File: config.mk
export PLATFORM = sky130hd
export DESIGN_NAME = dls_link_status
export DESIGN_NICKNAME = d
export VERILOG_FILES = /design/src/pkg/dls_pkg.sv /design/src/pkg/dls_node_if.sv /design/src/design/dls_node_slot.sv /design/src/design/dls_irq_bank.sv /design/src/design/dls_link_status.sv
export SDC_FILE = /design/constraint.sdc
export NUM_CORES = 1
export LEC_CHECK = 0
export BUFFER_PORTS_ARGS = -buffer_cell sky130_fd_sc_hd__buf_2
export CORE_MARGIN = 8
export CORE_UTILIZATION = 45
export DETAILED_ROUTE_END_ITERATION = 16
export PLACE_DENSITY = 0.7
export SLEW_MARGIN = 20
export SYNTH_ARGS = -nofsm -noshare
export SYNTH_HDL_FRONTEND = slang
export SYNTH_SLANG_ARGS = --single-unit
File: constraint.sdc
create_clock -name aclk -period 14.6 [get_ports aclk]
set_input_delay 0.73 -clock aclk [delete_from_list [all_inputs] [get_ports aclk]]
set_output_delay 0.73 -clock aclk [all_outputs]
set_load 0.02 [all_outputs]
File: src/pkg/dls_pkg.sv
// package: constants and types of the data link status block
`default_nettype none
// Summary of operation
// - running flag set in run or monitor
// - running flag kept through fatal error
// - error flag follows node fatal error
// - run and error invalid under comm error
// - comm error set while node sends nothing
// - participation flag sticky once set
// - participation clear until first participation
// - bit 15 of word 23 shows local activity
// - node flags valid only while locally active
// - startup address 1 to 62 in bits 13:8
// - four nodes per word in words 8 to 22, two nodes in word 23
// - node flags frozen while locally inactive
package dls_pkg;
  localparam int unsigned NODE_COUNT = 62;
  localparam int unsigned SLOT_W = 6;
  localparam int unsigned WORD_COUNT = 16;
  localparam int unsigned ADDR_W = 8;
  localparam logic [5:0] IDX_FIRST_WORD = 6'h08;
  localparam logic [5:0] IDX_LOCAL_WORD = 6'h17;
  localparam logic [5:0] IDX_IRQ_STATUS = 6'h18;
  localparam logic [5:0] IDX_IRQ_MASK = 6'h19;
  localparam logic [5:0] IDX_SUMMARY = 6'h1a;
  localparam int unsigned FLG_RUN = 0;
  localparam int unsigned FLG_ERR = 1;
  localparam int unsigned FLG_CERR = 2;
  localparam int unsigned FLG_PART = 3;
  localparam int unsigned LOCAL_ACTIVE_BIT = 15;
  localparam int unsigned SUM_ERR_BIT = 8;
  localparam logic [5:0] STARTUP_MIN = 6'h01;
  localparam logic [5:0] STARTUP_MAX = 6'h3e;
  localparam logic [5:0] STARTUP_RESET = 6'h00;
  localparam logic [3:0] FLAGS_RESET = 4'h0;
  localparam int unsigned EV_W = 4;
  localparam int unsigned EV_LINK_UP = 0;
  localparam int unsigned EV_LINK_DOWN = 1;
  localparam int unsigned EV_COMM_ERR = 2;
  localparam int unsigned EV_STARTUP = 3;
  localparam logic [3:0] STATUS_RESET = 4'h0;
  localparam logic [3:0] MASK_RESET = 4'h0;
  localparam logic [1:0] RESP_OKAY = 2'h0;
  localparam logic [1:0] RESP_SLVERR = 2'h2;
  typedef enum logic [1:0] {DLS_WR_IDLE = 2'b01, DLS_WR_RESP = 2'b10} dls_wr_e;
  typedef enum logic [1:0] {DLS_RD_IDLE = 2'b01, DLS_RD_RESP = 2'b10} dls_rd_e;
endpackage : dls_pkg
`default_nettype wire

File: src/pkg/dls_node_if.sv
// interface: frame broadcast from the top to the node slots
`default_nettype none
interface dls_node_if;
  import dls_pkg::*;
  logic frame_valid;
  logic [SLOT_W-1:0] frame_slot;
  logic frame_run;
  logic frame_fatal;
  logic commit;
  modport src (output frame_valid, frame_slot, frame_run, frame_fatal, commit);
  modport slot (input frame_valid, frame_slot, frame_run, frame_fatal, commit);
endinterface : dls_node_if
`default_nettype wire

File: src/design/dls_node_slot.sv
// module: four status flags of one node in the link table
`default_nettype none
module dls_node_slot
  import dls_pkg::*;
#(
  parameter logic [SLOT_W-1:0] SLOT = 6'h00
) (
  input wire logic aclk,
  input wire logic aresetn,
  dls_node_if.slot bus,
  output logic [3:0] flags,
  output logic comm_err_set
);
  typedef struct packed {
    logic [3:0] flags;
    logic seen;
    logic lat_run;
    logic lat_fatal;
    logic comm_err_set;
  } dls_slot_s;

  dls_slot_s s;
  dls_slot_s next_s;

  always_comb begin
    next_s = s;
    next_s.comm_err_set = 1'b0;
    if (bus.commit) begin
      if (s.seen) begin
        next_s.flags[FLG_CERR] = 1'b0;
        next_s.flags[FLG_PART] = 1'b1;
        next_s.flags[FLG_ERR] = s.lat_fatal;
        next_s.flags[FLG_RUN] = s.lat_fatal ? (s.flags[FLG_RUN] | s.lat_run) : s.lat_run;
      end else begin
        // run and error bits keep stale values, meaningless while silent
        next_s.flags[FLG_CERR] = 1'b1;
        next_s.comm_err_set = !s.flags[FLG_CERR];
      end
      next_s.seen = 1'b0;
    end
    if (bus.frame_valid && (bus.frame_slot == SLOT)) begin
      next_s.seen = 1'b1;
      next_s.lat_run = bus.frame_run;
      next_s.lat_fatal = bus.frame_fatal;
    end
  end

  always_ff @(posedge aclk) begin
    if (!aresetn) begin
      s <= '{flags: FLAGS_RESET, default: 1'b0};
    end else begin
      s <= next_s;
    end
  end

  assign flags = s.flags;
  assign comm_err_set = s.comm_err_set;
endmodule : dls_node_slot
`default_nettype wire

File: src/design/dls_irq_bank.sv
// module: sticky event status, mask and interrupt line
`default_nettype none
module dls_irq_bank
  import dls_pkg::*;
(
  input wire logic aclk,
  input wire logic aresetn,
  input wire logic [EV_W-1:0] events,
  input wire logic status_rd,
  input wire logic mask_wr,
  input wire logic [EV_W-1:0] mask_wdata,
  output logic [EV_W-1:0] status,
  output logic [EV_W-1:0] mask,
  output logic irq
);
  typedef struct packed {
    logic [EV_W-1:0] status;
    logic [EV_W-1:0] mask;
    logic irq;
  } dls_irq_s;

  dls_irq_s s;
  dls_irq_s next_s;

  always_comb begin
    next_s = s;
    // an event in the clearing cycle survives the read
    next_s.status = (status_rd ? STATUS_RESET : s.status) | events;
    if (mask_wr) begin
      next_s.mask = mask_wdata;
    end
    next_s.irq = |(next_s.status & next_s.mask);
  end

  always_ff @(posedge aclk) begin
    if (!aresetn) begin
      s <= '{status: STATUS_RESET, mask: MASK_RESET, irq: 1'b0};
    end else begin
      s <= next_s;
    end
  end

  assign status = s.status;
  assign mask = s.mask;
  assign irq = s.irq;
endmodule : dls_irq_bank
`default_nettype wire

File: src/design/dls_link_status.sv
// module: data link status flags behind an axi4-lite register slave
//
// Added by the designer: the AXI4-Lite interface to the registers.
`default_nettype none
module dls_link_status
  import dls_pkg::*;
(
  input wire logic aclk,
  input wire logic aresetn,
  input wire logic [ADDR_W-1:0] s_axi_awaddr,
  input wire logic [2:0] s_axi_awprot,
  input wire logic s_axi_awvalid,
  output logic s_axi_awready,
  input wire logic [31:0] s_axi_wdata,
  input wire logic [3:0] s_axi_wstrb,
  input wire logic s_axi_wvalid,
  output logic s_axi_wready,
  output logic [1:0] s_axi_bresp,
  output logic s_axi_bvalid,
  input wire logic s_axi_bready,
  input wire logic [ADDR_W-1:0] s_axi_araddr,
  input wire logic [2:0] s_axi_arprot,
  input wire logic s_axi_arvalid,
  output logic s_axi_arready,
  output logic [31:0] s_axi_rdata,
  output logic [1:0] s_axi_rresp,
  output logic s_axi_rvalid,
  input wire logic s_axi_rready,
  input wire logic link_active,
  input wire logic frame_valid,
  input wire logic [SLOT_W-1:0] frame_slot,
  input wire logic frame_run,
  input wire logic frame_fatal,
  input wire logic cycle_end,
  input wire logic startup_valid,
  input wire logic [SLOT_W-1:0] startup_addr,
  output logic irq
);

  // ****************************************************
  // state
  // ****************************************************
  typedef struct packed {
    dls_wr_e wr;
    logic aw_got;
    logic w_got;
    logic [5:0] widx;
    logic [31:0] wdata;
    logic [3:0] wstrb;
    logic awready;
    logic wready;
    logic bvalid;
    logic [1:0] bresp;
    dls_rd_e rd;
    logic arready;
    logic rvalid;
    logic [31:0] rdata;
    logic [1:0] rresp;
    logic active;
    logic [SLOT_W-1:0] startup;
    logic [SLOT_W-1:0] live;
    logic link_err;
  } dls_top_s;

  localparam dls_top_s TOP_RESET = '{
    wr: DLS_WR_IDLE,
    rd: DLS_RD_IDLE,
    startup: STARTUP_RESET,
    default: '0
  };

  dls_top_s s;
  dls_top_s next_s;

  logic [3:0] flag_q [NODE_COUNT];
  logic [NODE_COUNT-1:0] cerr_set;
  logic [15:0] word [WORD_COUNT];
  logic [EV_W-1:0] ev;
  logic [EV_W-1:0] irq_status;
  logic [EV_W-1:0] irq_mask;
  logic [EV_W-1:0] mask_wdata;
  logic status_rd;
  logic mask_wr;
  logic [5:0] aridx;
  logic [31:0] rd_word;
  logic rd_hit;
  logic [SLOT_W-1:0] live_cnt;
  logic any_cerr;

  // ****************************************************
  // node slots
  // ****************************************************
  dls_node_if nbus ();

  // no frame and no refresh reach the slots while the local node is out
  assign nbus.frame_valid = frame_valid && s.active;
  assign nbus.frame_slot = frame_slot;
  assign nbus.frame_run = frame_run;
  assign nbus.frame_fatal = frame_fatal;
  assign nbus.commit = cycle_end && s.active;

  genvar g;
  for (g = 0; g < NODE_COUNT; g++) begin : g_slot
    dls_node_slot #(
      .SLOT(SLOT_W'(g))
    ) u_slot (
      .aclk(aclk),
      .aresetn(aresetn),
      .bus(nbus),
      .flags(flag_q[g]),
      .comm_err_set(cerr_set[g])
    );
  end

  // ****************************************************
  // status words
  // ****************************************************
  for (g = 0; g < WORD_COUNT - 1; g++) begin : g_word
    assign word[g] = {flag_q[4*g+3], flag_q[4*g+2], flag_q[4*g+1], flag_q[4*g]};
  end
  assign word[WORD_COUNT-1] = {
    s.active,
    1'b0,
    s.startup,
    flag_q[NODE_COUNT-1],
    flag_q[NODE_COUNT-2]
  };

  // live node count and any communications error
  always_comb begin
    live_cnt = '0;
    any_cerr = 1'b0;
    for (int i = 0; i < NODE_COUNT; i++) begin
      live_cnt = live_cnt + SLOT_W'(flag_q[i][FLG_PART] && !flag_q[i][FLG_CERR]);
      any_cerr = any_cerr | flag_q[i][FLG_CERR];
    end
  end

  // ****************************************************
  // interrupt events
  // ****************************************************
  dls_irq_bank u_irq (
    .aclk(aclk),
    .aresetn(aresetn),
    .events(ev),
    .status_rd(status_rd),
    .mask_wr(mask_wr),
    .mask_wdata(mask_wdata),
    .status(irq_status),
    .mask(irq_mask),
    .irq(irq)
  );

  assign mask_wdata = next_s.wdata[EV_W-1:0];

  // ****************************************************
  // read decode
  // ****************************************************
  assign aridx = s_axi_araddr[ADDR_W-1:2];

  always_comb begin
    rd_word = '0;
    rd_hit = 1'b1;
    if (aridx >= IDX_FIRST_WORD && aridx <= IDX_LOCAL_WORD) begin
      rd_word = 32'(word[4'(aridx - IDX_FIRST_WORD)]);
    end else if (aridx == IDX_IRQ_STATUS) begin
      rd_word = 32'(irq_status);
    end else if (aridx == IDX_IRQ_MASK) begin
      rd_word = 32'(irq_mask);
    end else if (aridx == IDX_SUMMARY) begin
      rd_word = 32'({s.link_err, 2'b00, s.live});
    end else begin
      rd_hit = 1'b0;
    end
  end

  // ****************************************************
  // next state
  // ****************************************************
  always_comb begin
    next_s = s;
    status_rd = 1'b0;
    mask_wr = 1'b0;
    ev = '0;

    // link side
    next_s.active = link_active;
    ev[EV_LINK_UP] = link_active && !s.active;
    ev[EV_LINK_DOWN] = !link_active && s.active;
    ev[EV_COMM_ERR] = |cerr_set;
    if (startup_valid && startup_addr >= STARTUP_MIN && startup_addr <= STARTUP_MAX) begin
      next_s.startup = startup_addr;
      ev[EV_STARTUP] = startup_addr != s.startup;
    end
    next_s.live = s.active ? live_cnt : '0;
    next_s.link_err = !s.active || any_cerr;

    // write channels, address and data taken in either order
    case (s.wr)
      DLS_WR_IDLE: begin
        if (s_axi_awvalid && s.awready) begin
          next_s.aw_got = 1'b1;
          next_s.widx = s_axi_awaddr[ADDR_W-1:2];
        end
        if (s_axi_wvalid && s.wready) begin
          next_s.w_got = 1'b1;
          next_s.wdata = s_axi_wdata;
          next_s.wstrb = s_axi_wstrb;
        end
        if (next_s.aw_got && next_s.w_got) begin
          next_s.wr = DLS_WR_RESP;
          next_s.bvalid = 1'b1;
          next_s.bresp = RESP_SLVERR;
          if (next_s.widx == IDX_IRQ_MASK) begin
            mask_wr = next_s.wstrb[0];
            next_s.bresp = RESP_OKAY;
          end else if (next_s.widx >= IDX_FIRST_WORD && next_s.widx <= IDX_SUMMARY) begin
            // read-only words: write completes, nothing stored
            next_s.bresp = RESP_OKAY;
          end
        end
      end
      DLS_WR_RESP: begin
        if (s_axi_bready) begin
          next_s.wr = DLS_WR_IDLE;
          next_s.bvalid = 1'b0;
          next_s.aw_got = 1'b0;
          next_s.w_got = 1'b0;
        end
      end
      default: begin
        next_s.wr = DLS_WR_IDLE;
      end
    endcase
    next_s.awready = (next_s.wr == DLS_WR_IDLE) && !next_s.aw_got;
    next_s.wready = (next_s.wr == DLS_WR_IDLE) && !next_s.w_got;

    // read channels
    case (s.rd)
      DLS_RD_IDLE: begin
        if (s_axi_arvalid && s.arready) begin
          next_s.rd = DLS_RD_RESP;
          next_s.rvalid = 1'b1;
          next_s.rdata = rd_word;
          next_s.rresp = rd_hit ? RESP_OKAY : RESP_SLVERR;
          status_rd = (aridx == IDX_IRQ_STATUS);
        end
      end
      DLS_RD_RESP: begin
        if (s_axi_rready) begin
          next_s.rd = DLS_RD_IDLE;
          next_s.rvalid = 1'b0;
        end
      end
      default: begin
        next_s.rd = DLS_RD_IDLE;
      end
    endcase
    next_s.arready = (next_s.rd == DLS_RD_IDLE);
  end

  always_ff @(posedge aclk) begin
    if (!aresetn) begin
      s <= TOP_RESET;
    end else begin
      s <= next_s;
    end
  end

  // ****************************************************
  // outputs
  // ****************************************************
  assign s_axi_awready = s.awready;
  assign s_axi_wready = s.wready;
  assign s_axi_bvalid = s.bvalid;
  assign s_axi_bresp = s.bresp;
  assign s_axi_arready = s.arready;
  assign s_axi_rvalid = s.rvalid;
  assign s_axi_rdata = s.rdata;
  assign s_axi_rresp = s.rresp;
endmodule : dls_link_status
`default_nettype wire

Word level (Yosys, flattened, before mapping)
Cells that the tools add are included.

cells by class
  muxes and demuxes = 291
  add/sub/neg operators = 62
  bitwise operators = 128
  magnitude comparators = 7
  equality and inequality tests = 76
  reduce and logical (&&, ||, !) cells = 402

operators with widths
  operator                                                         number
  adder 6 x 1 -> 6 bit                                             56
  2-to-1 mux 1 bit                                                 202
  2-to-1 mux 3 bit                                                 63
  OR reduction 3 bit                                               62
  == test 6 bit (second input constant)                            30
  logical AND 1 bit                                                138
  AND reduction 2 bit                                              66
  nonzero test 2 bit                                               64
  bitwise OR 1 bit                                                 123
  == test 6 x 5 -> 1 bit (second input constant)                   20
  zero test 1 bit                                                  66
  binary-select mux 16 bit (select 4 bit)                          1
  OR reduction 62 bit                                              1
  == test 6 x 4 -> 1 bit (second input constant)                   8
  2-to-1 mux 16 bit                                                3
  2-to-1 mux 35 bit                                                1
  2-to-1 mux 9 bit                                                 3
  == test 6 x 3 -> 1 bit (second input constant)                   4
  2-to-1 mux 8 bit                                                 2
  == test 6 x 2 -> 1 bit (second input constant)                   2
  >= comparator 6 x 4 -> 1 bit (second input constant)             2
  less-or-equal comparator 6 x 5 -> 1 bit (second input constant)  2
  2-to-1 mux 2 bit                                                 6
  2-to-1 mux 4 bit                                                 3
  other kinds (25)                                                 38

storage, ports and cells
  input bits = 83
  register bits after elaboration = 580
  output and inout port bits = 42

Logic depth before layout (Yosys ltp)
Gate-level depths: netlist of run 1.

  word-level depth = 63
  depth in mapped cells = 22

By module
Synthesis of run 1 repeated with hierarchy kept, for this count alone.

unflattened totals
  cells, all modules = 3112
  area total of the unflattened synthesis = 29485.8 um2

modules (own cells, without submodules)
  module                                  instances  sequential area each (um2)  cells an instance  area an instance (um2)
  dls_link_status                         1          1081.0                      693                6760.2
  dls_node_slot at g_slot[20].u_slot ...  17         160.2                       38                 371.6
  dls_node_slot at g_slot[23].u_slot ...  10         160.2                       39                 347.8
  dls_node_slot at g_slot[1].u_slot ...   6          160.2                       38                 361.6
  dls_node_slot at g_slot[12].u_slot ...  6          160.2                       39                 346.6
  dls_node_slot at g_slot[10].u_slot ...  4          160.2                       38                 375.4
  dls_node_slot at g_slot[17].u_slot ...  4          160.2                       39                 357.8
  dls_node_slot at g_slot[11].u_slot ...  4          160.2                       39                 350.3
  dls_node_slot at g_slot[52].u_slot ...  3          160.2                       38                 360.3
  dls_node_slot at g_slot[4].u_slot ...   2          160.2                       38                 374.1
  dls_node_slot at g_slot[19].u_slot ...  2          160.2                       39                 371.6
  dls_node_slot at g_slot[16].u_slot ...  2          160.2                       39                 360.3
  dls_node_slot at g_slot[0].u_slot       1          160.2                       38                 359.1
  dls_irq_bank                            1          180.2                       35                 347.8
  dls_node_slot at g_slot[15].u_slot      1          160.2                       38                 346.6

Worst setup path before layout of run 1
Ideal clock, no wire load.

  path type = flip-flop to flip-flop
  start = reg g_slot[53].u_slot.s (netlist bit g_slot[53].u_slot.flags[2])
  end = reg s[5] (netlist bit)
  path buffers = 0
  arrival = 5694 ps
  period minus slack after synthesis = 5812 ps
  path slack = 8788 ps
  cell stages (with the launch flop) = 23
  cells stage by stage = dfxtp_1 nand2b_1 fa_1 fa_1 inv_1 fa_1 inv_1 fa_1 inv_1 fa_1 inv_1 fa_1 fa_1 fa_1 inv_1 ha_1 inv_1 fa_1 inv_1 a21o_1 a21oi_1 xor2_1 nor2_1

between the ends
  word-level cells in the longest chain between the ends = 11

RTL lines
  item                                RTL line                RTL
  start, declared                     dls_node_slot.sv:22     dls_slot_s s;
  start signal, assigned              dls_node_slot.sv:52     s <= next_s;
  zero test 1 bit                     dls_link_status.sv:134  live_cnt = live_cnt + SLOT_W'(flag_q[i][FLG_PART] && !flag_q[i][FLG_CERR]);
  logical AND 1 bit                   dls_link_status.sv:134
  adder 6 x 1 -> 6 bit (9 in series)  dls_link_status.sv:134
  end signal, assigned                dls_link_status.sv:266  s <= next_s;
  end, declared                       dls_link_status.sv:72   dls_top_s s;

No other way between the ends.
A chain may end at the register's enable or synchronous reset.

Final worst setup path of run 1
  start = reg g_slot[57].u_slot.s (netlist bit g_slot[57].u_slot.flags[2])
  end = reg s[5] (netlist bit)

between the ends
  word-level cells in the longest chain between the ends = 7

RTL lines
  item                                RTL line
  start, declared                     dls_node_slot.sv:22
  start signal, assigned              dls_node_slot.sv:52
  zero test 1 bit                     dls_link_status.sv:134
  logical AND 1 bit                   dls_link_status.sv:134
  adder 6 x 1 -> 6 bit (5 in series)  dls_link_status.sv:134

No other way between the ends.

==> results of run 1 <==
-- flip-flops by register name, summed over array words and instances, names as in the netlist --
name	cells
g_slot.u_slot.comm_err_set	62
g_slot.u_slot.flags	248
g_slot.u_slot.s	186
s	31
s_axi_arready	1
s_axi_awready	1
s_axi_bresp	1
s_axi_bvalid	1
s_axi_rdata	16
s_axi_rresp	1
s_axi_rvalid	1
s_axi_wready	1
u_irq.irq	1
u_irq.mask	4
u_irq.status	4
-- per-stage QoR --
| step | cell area [µm²] | hold slack (ns) |
|---|---|---|
| 3_3_place_gp | 24010 | 0.4398 |
| 6_report | 25840 | 0.3749 |
| 2_1_floorplan | 23580 | 0.4331 |
| 4_1_cts | 25820 | 0.3408 |
| 5_1_grt | 25840 | 0.3735 |
| 3_5_place_dp | 24010 | 0.4446 |
-- Yosys cell counts, types with 2 or more instances --
| cell type | count | area [µm²] |
|---|---|---|
| o211ai_1 | 3 | 22.52 |
| fa_1 | 52 | 1041 |
| a21o_1 | 3 | 22.52 |
| o21ai_0 | 152 | 760.7 |
| nand2_1 | 337 | 1265 |
| ha_1 | 17 | 212.7 |
| inv_1 | 59 | 221.5 |
| or3_1 | 3 | 18.77 |
| buf_4 | 39 | 292.8 |
| a31oi_1 | 3 | 18.77 |
| o21bai_1 | 2 | 15.01 |
| nand3_1 | 221 | 1106 |
| and3_1 | 4 | 25.02 |
| xor2_1 | 8 | 70.07 |
| or2_2 | 5 | 31.28 |
| mux2i_1 | 39 | 390.4 |
| xnor2_1 | 3 | 26.28 |
| o2bb2ai_1 | 2 | 17.52 |
| nor4_1 | 33 | 206.5 |
| a22oi_1 | 14 | 105.1 |
| buf_2 | 12 | 60.06 |
| nand2b_1 | 46 | 287.8 |
| and2_1 | 8 | 50.05 |
| nand4_1 | 11 | 68.82 |
| nor2_1 | 240 | 900.9 |
| dfxtp_1 | 559 | 11190 |
| or4_1 | 2 | 15.01 |
| nor2b_1 | 33 | 206.5 |
| o22ai_1 | 4 | 25.02 |
| a21oi_1 | 375 | 1877 |
| nor3_1 | 75 | 375.4 |
| a21boi_0 | 2 | 15.01 |
| a221oi_1 | 3 | 26.28 |
| clkbuf_1 | 148 | 555.5 |
| buf_6 | 2 | 22.52 |
| mux4_2 | 79 | 1779 |
| mux2_2 | 3 | 33.78 |
| buf_1 | 5 | 18.77 |
-- cell type report --
class / instances / area (µm²)
Fill cell: 4680 / 25670
Clock inverter: 23 / 246.5
Antenna cell: 4 / 10.01
Timing Repair Buffer: 84 / 481.7
Clock buffer: 79 / 1565
Multi-Input combinational cell: 1814 / 11260
Inverter: 60 / 232.7
Sequential cell: 559 / 11190
Tap cell: 680 / 850.8
-- metal layers --
metal	track usage	part of all wire
met2	0.3605	0.46
met3	0.04153	0.085
met5	0	0.00039
met1	0.3074	0.43
met4	0.06537	0.025
-- worst max-delay path, stage by stage, from the launching register on --
cell	delay, ns
dfxtp_1	0.45
nand2b_1	0.27
fa_1	0.51
fa_1	0.55
inv_1	0.06
fa_1	0.53
inv_1	0.05
fa_1	0.47
inv_1	0.05
fa_1	0.49
inv_1	0.05
fa_1	0.46
fa_1	0.51
fa_1	0.54
inv_1	0.04
ha_1	0.20
inv_1	0.07
fa_1	0.19
inv_1	0.05
a21o_1	0.17
a21oi_1	0.19
xor2_1	0.17
nor2_1	0.06
-- path summary, 6_finish.rpt --
kind	from	end	slack, ns
setup / recovery	g_slot[57].u_slot.flags[2]	s[5]	8.34
hold / removal	link_active	s[13]	0.37
setup reg to reg	g_slot[57].u_slot.flags[2]	s[5]	8.34
hold reg to reg	s_axi_rdata[0]	s_axi_rdata[0]	0.45
-- layout by cell type (no fill, tap or decap), types with 5 or more instances in the layout --
master,count
a21oi_1,375
a22oi_1,14
and2_1,7
buf_2,61
buf_4,22
clkbuf_1,13
clkbuf_16,54
clkbuf_8,12
clkinv_2,12
conb_1,18
dfxtp_1,559
fa_1,52
ha_1,17
inv_1,59
mux2i_1,39
mux4_2,79
nand2_1,336
nand2b_1,46
nand3_1,220
nand4_1,11
nor2_1,238
nor2b_1,33
nor3_1,70
nor3_2,5
nor4_1,32
o21ai_0,152
or2_2,5
xor2_1,8
-- power by group --
part           leakage (nW)  switching (mW)  total [mW]  internal (mW)
Clock                 0.895           0.603        1.42          0.817
Combinational          3.75           0.171       0.254         0.0831
Sequential             4.52          0.0409        1.60           1.56
-- logic make-up after synthesis --
| kind of cell | count (synthesis) | share of synthesized area |
|---|---|---|
| AOI/OAI and AO/OA | 569 | 0.1257 |
| muxes | 121 | 0.09369 |
| adders and majority gates | 69 | 0.05331 |
| xor gates and xnor gates | 11 | 0.004097 |
| other | 1 | 0.0001595 |
| DFF | 559 | 0.4759 |
| and+or+nand+nor | 1026 | 0.1972 |
| buffers and inverters | 266 | 0.04996 |
==> impl_metrics.csv, run 1 <==
group,metric,value,unit
placed_design,io_buffers,65,
sta,skew,0.02007,ns
detailed_routing,initialDrtViolationCount,2159,
placed_design,gp_congestion,0.9658,
clock_network,cts_setup_buffers,0,
floorplanning,ios,125,
detailed_routing,drt_first_pass_iters,9,
global_route,grt_max_degree,182,
placed_design,placed_cells,3197,
synth,ys_types,54,
worst_setup_path,required,15.10,ns
sta,relSlewSlack,0.2614,
worst_setup_path,cp-end-kind,"flop",
global_route,grt_pass1_wl,106.9,mm
synth,synth_async_sr_flop_share,0,
power_and_ir_drop,p_leak,9.171,nW
worst_setup_path,start_kind,"flop",
detailed_routing,drc,0,
sta,slew_viol_final,0,
floorplanning,chipWidth,244.6,µm
worst_setup_path,worst-endpoint-arrival,6.76,ns
power_and_ir_drop,vdd_drop_max,98.29,µV
clock_network,ctsHoldBuffers,0,
outcome,status,"finished, final reports clean",
placed_design,place_ws,8.350,ns
sta,tightest_slew,1.108,ns
clock_network,clockBufferDepth,3,
min_path,hp-class,"input port to flop",
synth,synth_area,23520,µm²
cells_and_area,nNetsFinal,2725,
flow_run,max_cap_violations,0,
clock_network,cts_tree,"done",
clock_network,numCtsBuffers,54,
global_route,track_usage,0.2248,
min_path,holdPathStages,2,
clock_network,root_buffer,"clkbuf_16",
cells_and_area,utilization,0.5016,
sta,tns,0,ns
worst_setup_path,ff2ff_path_depth,22,
floorplanning,initial_core_util,0.4565,
floorplanning,row_count,83,
clock_network,htree_levels,2,
worst_setup_path,worstSetupPathType,"flop to flop",
floorplanning,core_area,51510,µm²
cells_and_area,instances_no_fill,3303,
synth,synth_edf_count,0,
detailed_routing,ant_nets,0,
detailed_routing,wl,69.42,mm
clock_network,clkTransAtPathRegs,0.07,ns
synth,yosysWarnings,0,
floorplanning,die_h,244.6,µm
sta,setup_violations,0,
synth,synthFlopType,"dfxtp_1",
cells_and_area,area_growth,9.875,%
synth,synth_seq_cells,559,
clock_network,ctsResizeCount,0,
detailed_routing,routed-via-count,19297,
global_route,first_global_vias,18176,
synth,syn_avg_cell_area,8.969,µm²
cells_and_area,drive_above_1_share,0.1050,
detailed_routing,wire_per_inst,21.02,µm
synth,synth.yosys.seq_area_share,0.4759,
detailed_routing,vias_per_cell,5.842,
sta,min_period_over_period,0.4287,
worst_setup_path,worstPathMaxFanout,5,
sta,setup_slack,8.341,ns
sta,finalHoldViolCount,0,
floorplanning,die_area,59830,µm²
sta,fin_crit,6.259,ns
clock_network,insertion_delay,0.62,ns
global_route,antenna_found_initial,7,
synth,postSynthCellCount,2622,
placed_design,dp_hpwl,48.05,mm
power_and_ir_drop,p_total,3.278,mW
sta,max_freq,159.8,MHz
power_and_ir_drop,powerDensity,126.8,nW/µm²
clock_network,cts_sinks,559,
global_route,gr-total-overflow,0,
sta,rsz0062_at_grt,"false",
(Power assumes the default switching activity.)
==> run 2: changes to the inputs <==
==> constraint.sdc (replaced) <==
create_clock -name aclk -period 5.9 [get_ports aclk]
set_input_delay 0.295 -clock aclk [delete_from_list [all_inputs] [get_ports aclk]]
set_output_delay 0.295 -clock aclk [all_outputs]
set_load 0.02 [all_outputs]
==> run 2 against run 1 <==
Combinational power grew to 2.7 times the previous value. Maximum frequency up 7.9%. Sequential power is 150% higher. Clock skew up 0.0044 ns.
==> impl_metrics.csv, run 2 (synthesized netlist as in run 1, its figures left out) <==
group,metric,value,unit
outcome,status,"finished, final reports clean",
clock_network,clockBufferDepth,3,
sta,min_period_over_period,0.9829,
sta,skew,0.02451,ns
sta,max_freq,172.4,MHz
sta,setup_slack,0.1009,ns
global_route,gr-usage-met3,0.04763,
power_and_ir_drop,clockPowerShare,0.429,
clock_network,cts_sinks,559,
cells_and_area,instances_no_fill,3382,
placed_design,io_buffers,65,
sta,slew_viol_final,0,
clock_network,clkTransAtPathRegs,0.06,ns
clock_network,insertion_delay,0.62,ns
sta,relSlewSlack,0.2171,
clock_network,cts_setup_buffers,0,
detailed_routing,routed-via-count,19764,
worst_setup_path,cp-end-kind,"flop",
cells_and_area,final_common_cell,"dfxtp_1",
worst_setup_path,required,6.41,ns
cells_and_area,utilization,0.5152,
worst_setup_path,worstPathMaxFanout,2,
global_route,grt_max_degree,221,
detailed_routing,drc,0,
global_route,track_usage,0.2316,
worst_setup_path,worstSetupPathType,"flop to flop",
cells_and_area,final_cell_mix,"dfxtp_1 (557), a21oi_1 (373), nand2_1 (336), nor2_1 (238), nand3_1 (220)",
clock_network,cts_tree,"done",
global_route,gr-total-overflow,0,
placed_design,placed_cells,3261,
cells_and_area,largest_register_ffs,248,
sta,tns,0,ns
worst_setup_path,worst-endpoint-arrival,6.30,ns
detailed_routing,wire_per_inst,21.06,µm
min_path,holdPathStages,3,
sta,setup_violations,0,
power_and_ir_drop,p_comb_frac,0.084,
floorplanning,chipWidth,244.6,µm
floorplanning,initial_core_util,0.4565,
sta,rsz0062_at_grt,"true",
power_and_ir_drop,vdd_drop_max,224.9,µV
detailed_routing,initialDrtViolationCount,2278,
power_and_ir_drop,switchingPower,2.027,mW
power_and_ir_drop,p_sw_frac,0.2502,
sta,fin_crit,5.799,ns
worst_setup_path,start_kind,"flop",
placed_design,dp_hpwl,49.60,mm
floorplanning,die_area,59830,µm²
cells_and_area,area_growth,12.85,%
clock_network,root_buffer,"clkbuf_16",
global_route,first_global_vias,18827,
clock_network,htree_levels,2,
global_route,grtUsageMet1,0.3090,
floorplanning,row_count,83,
min_path,hp-class,"input port to flop",
detailed_routing,ant_nets,0,
placed_design,gp_congestion,0.9783,
floorplanning,die_h,244.6,µm
global_route,grt-busiest-layer,"met2",
floorplanning,ios,125,
detailed_routing,wl,71.23,mm
sta,finalHoldViolCount,0,
global_route,antenna_found_initial,4,
global_route,met2_usage,0.3672,
placed_design,place_ws,-0.1089,ns
power_and_ir_drop,p_leak,9.579,nW
floorplanning,core_area,51510,µm²
worst_setup_path,ff2ff_path_depth,22,
cells_and_area,drive_above_1_share,0.1327,
detailed_routing,vias_per_cell,5.844,
clock_network,numCtsBuffers,55,
power_and_ir_drop,intPower,6.075,mW
power_and_ir_drop,powerDensity,305.3,nW/µm²
sta,tightest_slew,1.174,ns
flow_run,max_cap_violations,0,
detailed_routing,drt_first_pass_iters,7,
power_and_ir_drop,power_frac_seq,0.487,
cells_and_area,nNetsFinal,2806,
global_route,grt_pass1_wl,109.9,mm
==> run 2: power by group through the flow <==
stage	Sequential [mW]	Clock (mW)	Combinational [mW]
floorplan	4.02	0	0.463
global placement	4.02	0	0.650
detailed placement	4.02	0	0.665
CTS	3.94	3.52	0.678
global route	3.95	3.68	0.748
finish	3.94	3.47	0.684
==> run 2: stage by stage <==
step	cell area [µm²]	hold slack, ns	power [mW]
6_report	26540	0.04710	8.102
4_1_cts	26500	0.01060	8.139
3_5_place_dp	24530	0.4431	4.688
2_1_floorplan	23580	0.4167	4.483
3_3_place_gp	24530	0.4401	4.668
5_1_grt	26530	0.06287	8.382
==> run 2: final cells by class <==
type / instances / area [µm²]
antenna: 4 / 10.01
tap: 680 / 850.8
clock buffer: 74 / 1549
timing repair buffer: 164 / 1156
fill: 4693 / 24970
multi-input combinational: 1814 / 11310
inverter: 60 / 232.7
sequential: 559 / 11190
clock inverter: 27 / 240.2
==> run 2: final timing paths <==
check	slack, ns	from	endpoint
worst min register to register	0.45	g_slot[52].u_slot.flags[1]	g_slot[52].u_slot.flags[1]
worst max-delay path	0.10	g_slot[55].u_slot.flags[2]	s[5]
worst min-delay path	0.05	startup_addr[5]	s[12]
worst max register to register	0.10	g_slot[55].u_slot.flags[2]	s[5]
==> run 2: timing repair <==
item                                    4_1_cts  5_1_grt
hold buffers                                 16        0
pin swaps                                    14        9
endpoints found under the setup margin        2        3
hold endpoints to repair                     16        0
resized for setup                             6       12
==> run 2: worst max-delay path: stages, from the launching register on <==
cell and delay (ns):
dfxtp_1 0.32, nand2b_4 0.15, fa_1 0.48, fa_1 0.51
inv_2 0.04, fa_1 0.53, inv_1 0.05, fa_1 0.50
inv_2 0.05, fa_1 0.51, inv_2 0.04, fa_1 0.47
fa_1 0.54, fa_1 0.41, inv_1 0.07, ha_2 0.19
inv_2 0.04, fa_2 0.36, inv_2 0.05, a21o_1 0.12
a21oi_2 0.06, xor2_1 0.15, nor2_1 0.05
==> run 2: per-layer routing <==
layer,part of all wire,up-vias
met3,0.091,166
met2,0.46,899
met5,0,-
met4,0.038,0
li1,-,9112
met1,0.41,9587
